## src/common/viu_defines.vh

```
`ifndef VIU_DEFINES_VH
`define VIU_DEFINES_VH

// Register byte addresses on the AXI4-Lite slave.
`define VIU_ADDR_IE 6'h00
`define VIU_ADDR_VEC 6'h04
`define VIU_ADDR_BUSEV_EN 6'h08
`define VIU_ADDR_STS 6'h0C
`define VIU_ADDR_CLR 6'h10
`define VIU_ADDR_IRQ_EN 6'h14

// Standard enable register fields.
`define VIU_IE_AGG 0
`define VIU_IE_T0 1
`define VIU_IE_PORT 2
`define VIU_IE_T1 3
`define VIU_IE_SER 4
`define VIU_IE_T2 5
`define VIU_IE_RSV 6
`define VIU_IE_GATE 7
`define VIU_IE_RESET 8'h00
`define VIU_IE_WMASK 8'hBF

// Bus-state event enable fields.
`define VIU_BE_POWER_ON_EVENT 3
`define VIU_BE_POWER_OFF_EVENT 4
`define VIU_BE_RESUME 5
`define VIU_BE_SUSPEND 6
`define VIU_BE_BUSRST 7
`define VIU_BE_RESET 8'h00
`define VIU_BE_WMASK 8'hF8

// Vector register fields.
`define VIU_VEC_IDX_LSB 1
`define VIU_VEC_GRP_LSB 4
`define VIU_VEC_RESET 8'h00

// Fixed branch locations of the standard sources.
`define VIU_LOC_RESET 16'h0000
`define VIU_LOC_AGG 16'h0003
`define VIU_LOC_T0 16'h000B
`define VIU_LOC_PORT 16'h0013
`define VIU_LOC_T1 16'h001B
`define VIU_LOC_SER 16'h0023
`define VIU_LOC_T2 16'h002B

// Block interrupt status bits.
`define VIU_STS_QUEUED 0
`define VIU_STS_EMPTY_RETIRE 1
`define VIU_STS_WIDTH 2

`define VIU_RESP_OKAY 2'h0
`define VIU_RESP_SLVERR 2'h2

`endif

```

## src/rtl/viu_top.v

```verilog
// The register offsets and the AXI4-Lite interface to the registers were chosen for this implementation.
`timescale 1ns/1ps
`default_nettype none
`include "viu_defines.vh"

module viu_top (
  input wire mclk,
  input wire rst_n,
  input wire [5:0] s_axi_awaddr,
  input wire s_axi_awvalid,
  output reg s_axi_awready,
  input wire [31:0] s_axi_wdata,
  input wire [3:0] s_axi_wstrb,
  input wire s_axi_wvalid,
  output reg s_axi_wready,
  output reg [1:0] s_axi_bresp,
  output reg s_axi_bvalid,
  input wire s_axi_bready,
  input wire [5:0] s_axi_araddr,
  input wire s_axi_arvalid,
  output reg s_axi_arready,
  output reg [31:0] s_axi_rdata,
  output reg [1:0] s_axi_rresp,
  output reg s_axi_rvalid,
  input wire s_axi_rready,
  input wire timer0_req,
  input wire port_irq_req,
  input wire timer1_req,
  input wire serial_port_req,
  input wire timer2_req,
  input wire [2:0] out_ep_event,
  input wire [2:0] in_ep_event,
  input wire setup_overwrite_event,
  input wire setup_received_event,
  input wire power_on_event,
  input wire power_off_event,
  input wire resume_event,
  input wire suspend_event,
  input wire bus_reset_event,
  input wire serial_bus_transmit_empty,
  input wire serial_bus_receive_full,
  input wire in_ep0_event,
  input wire out_ep0_event,
  output reg internal_aggregate_irq_n,
  output reg [5:0] core_irq_q,
  output reg [15:0] core_branch_addr_q,
  output reg irq
);

  localparam NGRP = 4;

  reg [7:0] interrupt_enable_ctrl_q;
  reg [7:0] interrupt_vector_id_q;
  reg [7:0] busev_en_q;
  reg [`VIU_STS_WIDTH-1:0] sts_q;
  reg [`VIU_STS_WIDTH-1:0] irq_en_q;
  reg aw_have_q;
  reg w_have_q;
  reg [5:0] awaddr_q;
  reg [31:0] wdata_q;
  reg [3:0] wstrb_q;

  wire wr_fire = aw_have_q & w_have_q & ~s_axi_bvalid;
  wire wr_ie = wr_fire && awaddr_q == `VIU_ADDR_IE;
  wire wr_vec = wr_fire && awaddr_q == `VIU_ADDR_VEC;
  wire wr_be = wr_fire && awaddr_q == `VIU_ADDR_BUSEV_EN;
  wire wr_clr = wr_fire && awaddr_q == `VIU_ADDR_CLR;
  wire wr_irqen = wr_fire && awaddr_q == `VIU_ADDR_IRQ_EN;
  wire wr_hit = wr_ie | wr_vec | wr_be | wr_clr | wr_irqen;

  // Per-group raw requests, one byte per group 1..4; only the listed
  // index positions are wired, so reserved codes can never be queued.
  wire [NGRP*8-1:0] raw_all;
  assign raw_all[7:0] = {4'h0, out_ep_event, 1'b0};
  assign raw_all[15:8] = {4'h0, in_ep_event, 1'b0};
  assign raw_all[23:16] = {1'b0,
    bus_reset_event & busev_en_q[`VIU_BE_BUSRST],
    suspend_event & busev_en_q[`VIU_BE_SUSPEND],
    resume_event & busev_en_q[`VIU_BE_RESUME],
    power_off_event & busev_en_q[`VIU_BE_POWER_OFF_EVENT],
    power_on_event & busev_en_q[`VIU_BE_POWER_ON_EVENT],
    setup_received_event, setup_overwrite_event};
  assign raw_all[31:24] = {4'h0, out_ep0_event, in_ep0_event,
    serial_bus_receive_full, serial_bus_transmit_empty};

  wire [NGRP*3-1:0] head_all;
  wire [NGRP-1:0] nonempty;
  wire [NGRP-1:0] pushed;
  wire vec_busy = interrupt_vector_id_q != `VIU_VEC_RESET;

  function [2:0] lowest_idx;
    input [7:0] v;
    integer k;
    begin
      lowest_idx = 3'h0;
      for (k = 7; k >= 0; k = k - 1) begin
        if (v[k]) begin
          lowest_idx = k[2:0];
        end
      end
    end
  endfunction

  // Each group keeps an arrival-ordered queue of indices. One new source
  // enters per cycle; simultaneous arrivals enter lowest index first.
  genvar gi;
  generate
    for (gi = 0; gi < NGRP; gi = gi + 1) begin : grp
      reg [7:0] pend_q;
      reg [7:0] inq_q;
      reg [23:0] fifo_q;
      reg [3:0] cnt_q;
      reg [7:0] pend_d;
      reg [7:0] inq_d;
      reg [23:0] fifo_d;
      reg [3:0] cnt_d;
      wire [7:0] raw = raw_all[gi*8 +: 8];
      wire [7:0] cand = pend_q & ~inq_q;
      wire push = |cand;
      wire [2:0] pidx = lowest_idx(cand);
      wire [2:0] head = fifo_q[2:0];
      wire pop = wr_vec && vec_busy &&
        interrupt_vector_id_q[7:4] == gi + 1;
      wire [7:0] hmask = pop ? (8'h01 << head) : 8'h00;
      assign head_all[gi*3 +: 3] = head;
      assign nonempty[gi] = cnt_q != 4'h0;
      assign pushed[gi] = push;

      always @* begin
        // A new event on the retiring source keeps it pending.
        pend_d = (pend_q & ~hmask) | raw;
        inq_d = inq_q & ~hmask;
        fifo_d = fifo_q;
        cnt_d = cnt_q;
        if (pop) begin
          fifo_d = {3'h0, fifo_q[23:3]};
          cnt_d = cnt_q - 4'h1;
        end
        if (push) begin
          fifo_d[cnt_d*3 +: 3] = pidx;
          cnt_d = cnt_d + 4'h1;
          inq_d = inq_d | (8'h01 << pidx);
        end
      end

      always @(posedge mclk or negedge rst_n) begin
        if (!rst_n) begin
          pend_q <= 8'h00;
          inq_q <= 8'h00;
          fifo_q <= 24'h000000;
          cnt_q <= 4'h0;
        end else begin
          pend_q <= pend_d;
          inq_q <= inq_d;
          fifo_q <= fifo_d;
          cnt_q <= cnt_d;
        end
      end
    end
  endgenerate

  // Highest group wins; the vector register is refreshed every cycle.
  reg [7:0] vec_d;
  integer gsel;
  always @* begin
    vec_d = `VIU_VEC_RESET;
    for (gsel = 0; gsel < NGRP; gsel = gsel + 1) begin
      if (nonempty[gsel]) begin
        vec_d = {gsel[3:0] + 4'h1, head_all[gsel*3 +: 3], 1'b0};
      end
    end
  end

  always @(posedge mclk or negedge rst_n) begin
    if (!rst_n) begin
      interrupt_vector_id_q <= `VIU_VEC_RESET;
    end else begin
      // Bit 0 is hard zero; the group and index fields span 32 vectors.
      interrupt_vector_id_q <= {vec_d[7:1], 1'b0};
    end
  end

  // Standard sources. The aggregate stands in for interrupt-0; the
  // external pins have no path here at all.
  wire agg_pending = |nonempty;
  wire [5:0] std_src = {timer2_req, serial_port_req, timer1_req,
    port_irq_req, timer0_req, agg_pending};
  wire [5:0] std_gated = std_src & interrupt_enable_ctrl_q[5:0] &
    {6{interrupt_enable_ctrl_q[`VIU_IE_GATE]}};

  reg [15:0] branch_d;
  always @* begin
    branch_d = `VIU_LOC_RESET;
    if (std_gated[`VIU_IE_T2]) begin
      branch_d = `VIU_LOC_T2;
    end
    if (std_gated[`VIU_IE_SER]) begin
      branch_d = `VIU_LOC_SER;
    end
    if (std_gated[`VIU_IE_T1]) begin
      branch_d = `VIU_LOC_T1;
    end
    if (std_gated[`VIU_IE_PORT]) begin
      branch_d = `VIU_LOC_PORT;
    end
    if (std_gated[`VIU_IE_T0]) begin
      branch_d = `VIU_LOC_T0;
    end
    if (std_gated[`VIU_IE_AGG]) begin
      branch_d = `VIU_LOC_AGG;
    end
  end

  // Block status: a new source queued, and a retire write with nothing
  // to retire, which usually points at a firmware dispatch bug.
  wire [`VIU_STS_WIDTH-1:0] sts_set = {wr_vec & ~vec_busy, |pushed};
  wire [`VIU_STS_WIDTH-1:0] sts_clr = wr_clr ?
    wdata_q[`VIU_STS_WIDTH-1:0] : {`VIU_STS_WIDTH{1'b0}};

  always @(posedge mclk or negedge rst_n) begin
    if (!rst_n) begin
      interrupt_enable_ctrl_q <= `VIU_IE_RESET;
      busev_en_q <= `VIU_BE_RESET;
      sts_q <= {`VIU_STS_WIDTH{1'b0}};
      irq_en_q <= {`VIU_STS_WIDTH{1'b0}};
      internal_aggregate_irq_n <= 1'b1;
      core_irq_q <= 6'h00;
      core_branch_addr_q <= `VIU_LOC_RESET;
      irq <= 1'b0;
    end else begin
      if (wr_ie && wstrb_q[0]) begin
        interrupt_enable_ctrl_q <= wdata_q[7:0] & `VIU_IE_WMASK;
      end
      if (wr_be && wstrb_q[0]) begin
        busev_en_q <= wdata_q[7:0] & `VIU_BE_WMASK;
      end
      if (wr_irqen && wstrb_q[0]) begin
        irq_en_q <= wdata_q[`VIU_STS_WIDTH-1:0];
      end
      // Set wins over a clear landing in the same cycle.
      sts_q <= (sts_q & ~sts_clr) | sts_set;
      // Active-low level, so firmware must run the input level-sensitive.
      internal_aggregate_irq_n <= ~agg_pending;
      core_irq_q <= std_gated;
      core_branch_addr_q <= branch_d;
      irq <= |(sts_q & irq_en_q);
    end
  end

  reg [31:0] rdata_d;
  reg rhit_d;
  always @* begin
    rdata_d = 32'h00000000;
    rhit_d = 1'b1;
    case (s_axi_araddr)
      `VIU_ADDR_IE: rdata_d[7:0] = interrupt_enable_ctrl_q;
      `VIU_ADDR_VEC: rdata_d[7:0] = interrupt_vector_id_q;
      `VIU_ADDR_BUSEV_EN: rdata_d[7:0] = busev_en_q;
      `VIU_ADDR_STS: rdata_d[`VIU_STS_WIDTH-1:0] = sts_q;
      `VIU_ADDR_CLR: rdata_d = 32'h00000000;
      `VIU_ADDR_IRQ_EN: rdata_d[`VIU_STS_WIDTH-1:0] = irq_en_q;
      default: rhit_d = 1'b0;
    endcase
  end

  // Write channel: address and data are captured independently, the
  // register write happens once both are held, then the response.
  always @(posedge mclk or negedge rst_n) begin
    if (!rst_n) begin
      s_axi_awready <= 1'b1;
      s_axi_wready <= 1'b1;
      s_axi_bvalid <= 1'b0;
      s_axi_bresp <= `VIU_RESP_OKAY;
      aw_have_q <= 1'b0;
      w_have_q <= 1'b0;
      awaddr_q <= 6'h00;
      wdata_q <= 32'h00000000;
      wstrb_q <= 4'h0;
    end else begin
      if (s_axi_awvalid && s_axi_awready) begin
        aw_have_q <= 1'b1;
        awaddr_q <= {s_axi_awaddr[5:2], 2'h0};
        s_axi_awready <= 1'b0;
      end
      if (s_axi_wvalid && s_axi_wready) begin
        w_have_q <= 1'b1;
        wdata_q <= s_axi_wdata;
        wstrb_q <= s_axi_wstrb;
        s_axi_wready <= 1'b0;
      end
      if (wr_fire) begin
        aw_have_q <= 1'b0;
        w_have_q <= 1'b0;
        s_axi_bvalid <= 1'b1;
        s_axi_bresp <= wr_hit ? `VIU_RESP_OKAY : `VIU_RESP_SLVERR;
      end
      if (s_axi_bvalid && s_axi_bready) begin
        s_axi_bvalid <= 1'b0;
        s_axi_awready <= 1'b1;
        s_axi_wready <= 1'b1;
      end
    end
  end

  always @(posedge mclk or negedge rst_n) begin
    if (!rst_n) begin
      s_axi_arready <= 1'b1;
      s_axi_rvalid <= 1'b0;
      s_axi_rdata <= 32'h00000000;
      s_axi_rresp <= `VIU_RESP_OKAY;
    end else begin
      if (s_axi_arvalid && s_axi_arready) begin
        s_axi_arready <= 1'b0;
        s_axi_rvalid <= 1'b1;
        s_axi_rdata <= rdata_d;
        s_axi_rresp <= rhit_d ? `VIU_RESP_OKAY : `VIU_RESP_SLVERR;
      end
      if (s_axi_rvalid && s_axi_rready) begin
        s_axi_rvalid <= 1'b0;
        s_axi_arready <= 1'b1;
      end
    end
  end

endmodule

`default_nettype wire

```

## config.mk

```make
export PLATFORM = sky130hd
export DESIGN_NAME = viu_top
export DESIGN_NICKNAME = d
export VERILOG_FILES = /design/src/rtl/viu_top.v
export VERILOG_INCLUDE_DIRS = /design/src /design/src/common
export SDC_FILE = /design/constraint.sdc
export NUM_CORES = 1
export LEC_CHECK = 0
export ABC_AREA = 1
export BUFFER_PORTS_ARGS = -buffer_cell sky130_fd_sc_hd__buf_4
export CELL_PAD_IN_SITES_DETAIL_PLACEMENT = 0
export CELL_PAD_IN_SITES_GLOBAL_PLACEMENT = 1
export CORE_ASPECT_RATIO = 0.7
export CORE_UTILIZATION = 25
export CTS_CLUSTER_DIAMETER = 100
export DETAILED_ROUTE_END_ITERATION = 16
export HOLD_SLACK_MARGIN = 0.05
export PLACE_DENSITY = 0.59
export SETUP_SLACK_MARGIN = 0.2
export SLEW_MARGIN = 20
export SYNTH_ARGS = -nofsm -noshare
export SYNTH_HDL_FRONTEND = slang
export SYNTH_SLANG_ARGS = --single-unit
export TNS_END_PERCENT = 100
```

## constraint.sdc

```tcl
create_clock -name mclk -period 3.2 [get_ports mclk]
set_input_delay 0.32 -clock mclk [delete_from_list [all_inputs] [get_ports mclk]]
set_output_delay 0.32 -clock mclk [all_outputs]
set_load 0.02 [all_outputs]
```

# [Word-level counts from Yosys, hierarchy flattened]
# Cells that the tools add are included.
[op_classes] n_addsub=12 mul=4 n_eq_ne=13 shift=16 n_mux=90 n_bitwise=49 reduce_logical=39
[ops] cell="24-bit two-way mux" count=8
[ops] cell="6-bit negator with 34-bit output" count=4
[ops] cell="3-bit by 34-bit variable shift with 24-bit output (first input constant)" count=4
[ops] cell="3-bit by 34-bit indexed part select with 24-bit output" count=4
[ops] cell="8-bit AND" count=12
[ops] cell="24-bit bitwise mux" count=4
[ops] cell="3-bit two-way mux" count=32
[ops] cell="8-bit two-way mux" count=11
[ops] cell="16-bit two-way mux" count=5
[ops] cell="8-bit NOT" count=8
[ops] cell="1-bit by 3-bit left shift with 8-bit output (first input constant)" count=8
[ops] cell="4-bit two-way mux" count=8
[ops] cell="8-bit bitwise OR" count=4
[ops] cell="32-bit OR reduction" count=1
[ops] cell="8-bit OR reduction" count=4
[ops] cell="4-bit by 2-bit multiplier with 6-bit output (second input constant)" count=4
[ops] cell="8-bit by 4-bit bitwise OR with 8-bit output" count=3
[ops] cell="1-bit logical AND" count=18
[ops] cell="6-bit one-hot mux with 3 select lines" count=1
[ops] cell="4-bit by 1-bit adder with 4-bit output (second input constant)" count=4
[ops] cell="4-bit nonzero test" count=4
[ops] cell="4-bit by 1-bit subtractor with 4-bit output (second input constant)" count=4
[ops] cell="1-bit two-way mux" count=15
[ops] cell="6-bit AND" count=2
[ops] cell="23 further kinds" count=51
[word_totals] regBits=255 in_bits=77 output_inout_bits=65 elab_cells=261

# [Logic depth before layout (Yosys ltp)]
[depth] word_depth=13 depth_mapped=18 depth_no_buf=18

# [Worst setup path after synthesis]
# No wires, ideal clock.
[synth_path] kind="register -> register" startpoint="register s_axi_bvalid" endpoint="register grp[0].fifo_q[12]" setup_ns=0.116 arrival_time_ns=2.588 required_ns=3.084 path_slack_ns=0.495 stages_incl_launch_ff=16 n_path_buf=1 period_less_slack_ns=2.705 cell_sequence="dfrtp_1 -> inv_1 -> nand3_2 -> nor2_8 -> buf_6 -> nand3_1 -> nand2_4 -> inv_2 -> ha_1 -> inv_1 -> nor3_2 -> nand2_1 -> nor2_4 -> inv_2 -> nand2_1 -> nand2_1"
[synth_between] elab_chain_len=11 elab_cells_between_ends=13 cone_classes="add/sub: 1; mul: 1; shift: 2; mux: 4; bitwise: 2; reduce/logical: 3"
[synth_lines] item="start: declaration" line="viu_top.v:17" source="output reg s_axi_bvalid,"
[synth_lines] item="start signal: assignment" line="viu_top.v:272" source="s_axi_bvalid <= 1'b0;"
[synth_lines] item="start signal: assignment" line="viu_top.v:294" source="s_axi_bvalid <= 1'b1;"
[synth_lines] item="start signal: assignment" line="viu_top.v:298" source="s_axi_bvalid <= 1'b0;"
[synth_lines] item="1-bit NOT (*)" line="viu_top.v:63" source="wire wr_fire = aw_have_q & w_have_q & ~s_axi_bvalid;"
[synth_lines] item="1-bit AND (*)" line="viu_top.v:63"
[synth_lines] item="1-bit logical AND (no source line) (*)"
[synth_lines] item="1-bit logical AND (*) (2 in a row)" line="viu_top.v:122" source="wire pop = wr_vec && vec_busy &&"
[synth_lines] item="4-bit two-way mux" line="viu_top.v:135" source="if (pop) begin"
[synth_lines] item="4-bit by 2-bit multiplier with 6-bit output" line="viu_top.v:140" source="fifo_d[cnt_d*3 +: 3] = pidx;"
[synth_lines] item="6-bit negator with 34-bit output" line="viu_top.v:140"
[synth_lines] item="3-bit by 34-bit indexed part select with 24-bit output / 3-bit by 34-bit variable shift with 24-bit output (equally long branches)" line="viu_top.v:140"
[synth_lines] item="24-bit bitwise mux" line="viu_top.v:140"
[synth_lines] item="24-bit two-way mux (*)" line="viu_top.v:139" source="if (push) begin"
[synth_lines] item="net grp[0].fifo_d[12]" line="viu_top.v:115" source="reg [23:0] fifo_d;"
[synth_lines] item="end signal: assignment" line="viu_top.v:155" source="fifo_q <= fifo_d;"
[synth_lines] item="end: declaration" line="viu_top.v:111" source="reg [23:0] fifo_q;"
# The timed path passes the listed nets; every way through them passes the cells marked *.
# A chain may end at the register's enable or synchronous reset.

# [Final worst setup path]
[layout_path] startpoint="register awaddr_q[5]" endpoint="register grp[0].fifo_q[14]"
[layout_between] elab_chain_len=10 elab_cells_between_ends=12 cone_classes="add/sub: 1; mul: 1; eq/ne: 1; shift: 2; mux: 4; reduce/logical: 3"
[layout_lines] item="start: declaration" line="viu_top.v:59" source="reg [5:0] awaddr_q;"
[layout_lines] item="start signal: assignment" line="viu_top.v:282" source="awaddr_q <= {s_axi_awaddr[5:2], 2'h0};"
[layout_lines] item="4-bit by 1-bit equality test with 1-bit output (no source line) (*)"
[layout_lines] item="1-bit logical AND (no source line) (*)"
[layout_lines] item="1-bit logical AND (*) (2 in a row)" line="viu_top.v:122"
[layout_lines] item="4-bit two-way mux" line="viu_top.v:135"
[layout_lines] item="4-bit by 2-bit multiplier with 6-bit output" line="viu_top.v:140"
[layout_lines] item="6-bit negator with 34-bit output" line="viu_top.v:140"
[layout_lines] item="3-bit by 34-bit indexed part select with 24-bit output / 3-bit by 34-bit variable shift with 24-bit output (equally long branches)" line="viu_top.v:140"
[layout_lines] item="24-bit bitwise mux" line="viu_top.v:140"
[layout_lines] item="24-bit two-way mux (*)" line="viu_top.v:139"
[layout_lines] item="net grp[0].fifo_d[14]" line="viu_top.v:115"
# Marks and branches as above.

==> load_flow_metrics.sql <==
INSERT INTO impl_metrics (metric_group, metric, value, unit) VALUES
('place', 'post-dp-hpwl', '27.5', 'mm'),
('power_and_ir_drop', 'power-per-cell-area', '600', 'nW/µm²'),
('route', 'totalWireLength', '37.3', 'mm'),
('floorplanning', 'initial_utilization', '25.5', '%'),
('cts', 'cts_buffers', '27', ''),
('logic_synthesis', 'cell_types_occupying_the_most_area_after_synthesis', 'sky130_fd_sc_hd__dfrtp_1 44%, sky130_fd_sc_hd__nand2_1 15%, sky130_fd_sc_hd__inv_1 6.8%', ''),
('floorplanning', 'ios', '142', ''),
('route', 'antenna_left', '0', ''),
('layout', 'final_util', '30.8', '%'),
('place', 'pre_cts_slack', '236', 'ps'),
('logic_synthesis', 'synthArstFlopShare', '100', '%'),
('sta', 'fin_ws', '418', 'ps'),
('critical_path', 'required_time_of_the_worst_setup_path', '3650', 'ps'),
('sta', 'hold_slack', '98.8', 'ps'),
('logic_synthesis', 'synth_edf_count', '0', ''),
('critical_path', 'setup.worst_path.start_class', 'register', ''),
('power_and_ir_drop', 'net-switching-power', '3.49', 'mW'),
('power_and_ir_drop', 'power.clock.fraction', '34.1', '%'),
('cts', 'ctsHtreeMaxLevel', '1', ''),
('logic_synthesis', 'synthesis.yosys.warnings', '0', ''),
('critical_path', 'critical-path-top-delay-family', 'simple AND/OR/NAND/NOR gates', ''),
('critical_path', 'timing.critical_path.arrival', '3230', 'ps'),
('sta', 'max_freq', '360', 'MHz'),
('sta', 'period_minus_slack', '2780', 'ps'),
('grt', 'pin_count_of_the_biggest_net_entering_global_routing', '76', ''),
('route', 'drc_errors', '0', ''),
('floorplanning', 'design.core.area', '52500', 'µm²'),
('cts', 'clock_tree.root_cell', 'sky130_fd_sc_hd__clkbuf_16', ''),
('route', 'routed-via-count', '11456', ''),
('cts', 'clock_insertion_delay_worst_skew', '570', 'ps'),
('run', 'cap_viol_max_count', '0', ''),
('critical_path', 'critical_path.most_common_cell', 'sky130_fd_sc_hd__nand2_1', ''),
('route', 'vias_per_cell', '4.39', ''),
('power_and_ir_drop', 'power.share.sequential', '38.6', '%'),
('logic_synthesis', 'number_of_distinct_library_cells_after_synthesis', '47', ''),
('floorplanning', 'row_count', '70', ''),
('sta', 'post-route-period-util', '86.9', '%'),
('layout', 'area_growth_syn_to_layout', '20.9', '%'),
('sta', 'clock-skew-final', '33.0', 'ps'),
('sta', 'slew_violations', '0', ''),
('place', 'gp_congestion', '0.825', ''),
('critical_path', 'path_buf_inv', '4', ''),
('run_status', 'run_status', 'completed', ''),
('layout', 'fillers', '5595', ''),
('logic_synthesis', 'synth.most_common_cell', 'sky130_fd_sc_hd__nand2_1', ''),
('route', 'count_of_routing_violations_after_the_opening_detailed_route_iteration', '696', ''),
('power_and_ir_drop', 'vdd.ir_drop.worst', '0.367', 'mV'),
('worst_hold_path', 'hold_class', 'input pin to register', ''),
('place', 'port_buffers', '75', ''),
('sta', 'grt_setup_unrepaired', 'false', ''),
('logic_synthesis', 'synthesis.area', '13400', 'µm²'),
('floorplanning', 'die_w', '278', 'µm'),
('cts', 'cts_tree', 'built', ''),
('sta', 'timing_worst_slew_pin_value', '980', 'ps'),
('route', 'drtPass1Iterations', '5', ''),
('cts', 'number_of_buffers_on_the_longest_clock_path', '3', ''),
('layout', 'num-nets-final', '2005', ''),
('logic_synthesis', 'ys_seq_area_share', '45.0', '%'),
('cts', 'clkSlewWorstSetupHoldPaths', '60', 'ps'),
('critical_path', 'critical-path-slowest-cell', 'sky130_fd_sc_hd__dfrtp_1', ''),
('grt', 'grt_antenna_before_repair', '0', ''),
('layout', 'antenna-diode-count', '0', ''),
('grt', 'via_count_of_the_first_global_routing_pass', '10684', ''),
('critical_path', 'critical_path_peak_fanout', '11', ''),
('layout', 'layout-drive-gt1-share', '12.7', '%'),
('sta', 'timing_hold_violations_final', '0', ''),
('logic_synthesis', 'number_of_register_bits_inferred_by_synthesis', '240', ''),
('critical_path', 'endpoint_kind', 'register', ''),
('critical_path', 'timing.setup.critical_path_class', 'register to register', ''),
('sta', 'report.final.setup_viol', '0', ''),
('cts', 'cts.sink_count', '240', '');
-- cells in the final DEF (no fill, tap or decap), types with 24 or more instances in the layout --
master / count
sky130_fd_sc_hd__dlygate4sd3_1: 44
sky130_fd_sc_hd__nand4_1: 73
sky130_fd_sc_hd__nand3_1: 90
sky130_fd_sc_hd__o21ai_0: 166
sky130_fd_sc_hd__ha_1: 24
sky130_fd_sc_hd__inv_1: 242
sky130_fd_sc_hd__nor2_1: 104
sky130_fd_sc_hd__nor3_1: 26
sky130_fd_sc_hd__clkbuf_16: 27
sky130_fd_sc_hd__conb_1: 37
sky130_fd_sc_hd__nand2_1: 535
sky130_fd_sc_hd__buf_4: 104
sky130_fd_sc_hd__dfrtp_1: 235
-- final cells by class --
| type | count | area [µm²] | share of cell area [%] |
|---|---|---|---|
| Multi-Input combinational cell | 1220 | 6050 | 37.4 |
| Clock inverter | 13 | 175 | 1.08 |
| Sequential cell | 240 | 6010 | 37.2 |
| Tap cell | 684 | 856 | 5.30 |
| Clock buffer | 37 | 753 | 4.66 |
| Inverter | 260 | 978 | 6.05 |
| Timing Repair Buffer | 155 | 1340 | 8.28 |
-- flip-flops by register name (all words and copies together) (netlist names), 2 cells and up --
name and count:
irq_en_q 2, s_axi_rdata 8, grp.inq_q 32, interrupt_vector_id_q 6, grp.fifo_q 96, grp.pend_q 32, interrupt_enable_ctrl_q 7, sts_q 2
grp.cnt_q 16, wdata_q 8, busev_en_q 5, core_branch_addr_q 4, awaddr_q 4, core_irq_q 6
-- metrics by stage --
| step | std cells | cell area [µm²] |
|---|---|---|
| after floorplan | 1797 | 13500 |
| after global placement | 2500 | 14600 |
| after detailed placement | 2500 | 14600 |
| after CTS | 2594 | 16000 |
| after global routing | 2609 | 16200 |
| final | 2609 | 16200 |
-- worst reg2reg max path: stages, from the launching register on --
cell and delay, ps:
sky130_fd_sc_hd__dfrtp_1 400, sky130_fd_sc_hd__nor2_2 170, sky130_fd_sc_hd__nand2_2 130, sky130_fd_sc_hd__nor2_8 150, sky130_fd_sc_hd__buf_4 120, sky130_fd_sc_hd__nand3_1 100, sky130_fd_sc_hd__nand2_4 190, sky130_fd_sc_hd__inv_2 100
sky130_fd_sc_hd__ha_1 400, sky130_fd_sc_hd__inv_1 180, sky130_fd_sc_hd__nor3_4 290, sky130_fd_sc_hd__nand2_1 130, sky130_fd_sc_hd__nor2_4 160, sky130_fd_sc_hd__inv_2 60, sky130_fd_sc_hd__nand2_1 50, sky130_fd_sc_hd__nand2_1 40
-- logic make-up after synthesis --
family | Yosys count | share of synthesized area, %
flip-flops | 240 | 45.0
adder cells (fa/ha/maj) | 24 | 2.25
XOR/XNOR | 19 | 1.25
other | 1 | 0.0281
buffers and inverters | 338 | 11.1
AND/OR/NAND/NOR | 902 | 30.4
AO/OA/AOI/OAI | 237 | 9.94
-- routing by layer --
layer | vias up | GRT usage (%) | share of wire, %
met5 | - | 0 | 0
met4 | 0 | 2.48 | 1.6
met3 | 36 | 2.01 | 3.8
met2 | 199 | 18.5 | 40
met1 | 5347 | 21.8 | 55
li1 | 5874 | - | -
-- final timing paths --
| kind | startpoint | endpoint | slack (ps) | depth (start not counted) |
|---|---|---|---|---|
| hold / removal | timer0_req | core_irq_q[1]$_DFF_PN0_ | 100 | 3 |
| min in group asynchronous | rst_n | grp[2].fifo_q[16]$_DFF_PN0_ | 360 | 2 |
| setup reg to reg | awaddr_q[5]$_DFFE_PN0P_ | grp[0].fifo_q[14]$_DFF_PN0_ | 420 | 15 |
| max in group asynchronous | rst_n | grp[3].pend_q[6]$_DFF_PN0_ | 2020 | 3 |
| hold reg to reg | grp[1].pend_q[5]$_DFF_PN0_ | grp[1].pend_q[5]$_DFF_PN0_ | 470 | 2 |
| setup / recovery | awaddr_q[5]$_DFFE_PN0P_ | grp[0].fifo_q[14]$_DFF_PN0_ | 420 | 15 |
-- power groups by stage --
stage / Sequential, mW / Clock (mW) / Combinational, mW
2_1_floorplan: 3.75 / 0 / 1.85
3_3_place_gp: 3.78 / 0 / 2.47
3_5_place_dp: 3.78 / 0 / 2.50
4_1_cts: 3.73 / 3.42 / 2.57
5_1_grt: 3.79 / 3.55 / 3.00
6_report: 3.74 / 3.31 / 2.65
-- timing repair --
item,in CTS,in global routing
setup endpoints to repair,0,70
buffers inserted,0,14
resized for setup,0,14
hold buffers,44,0
hold endpoints to repair,109,0
No activity file was read; power rests on OpenSTA's default activity.
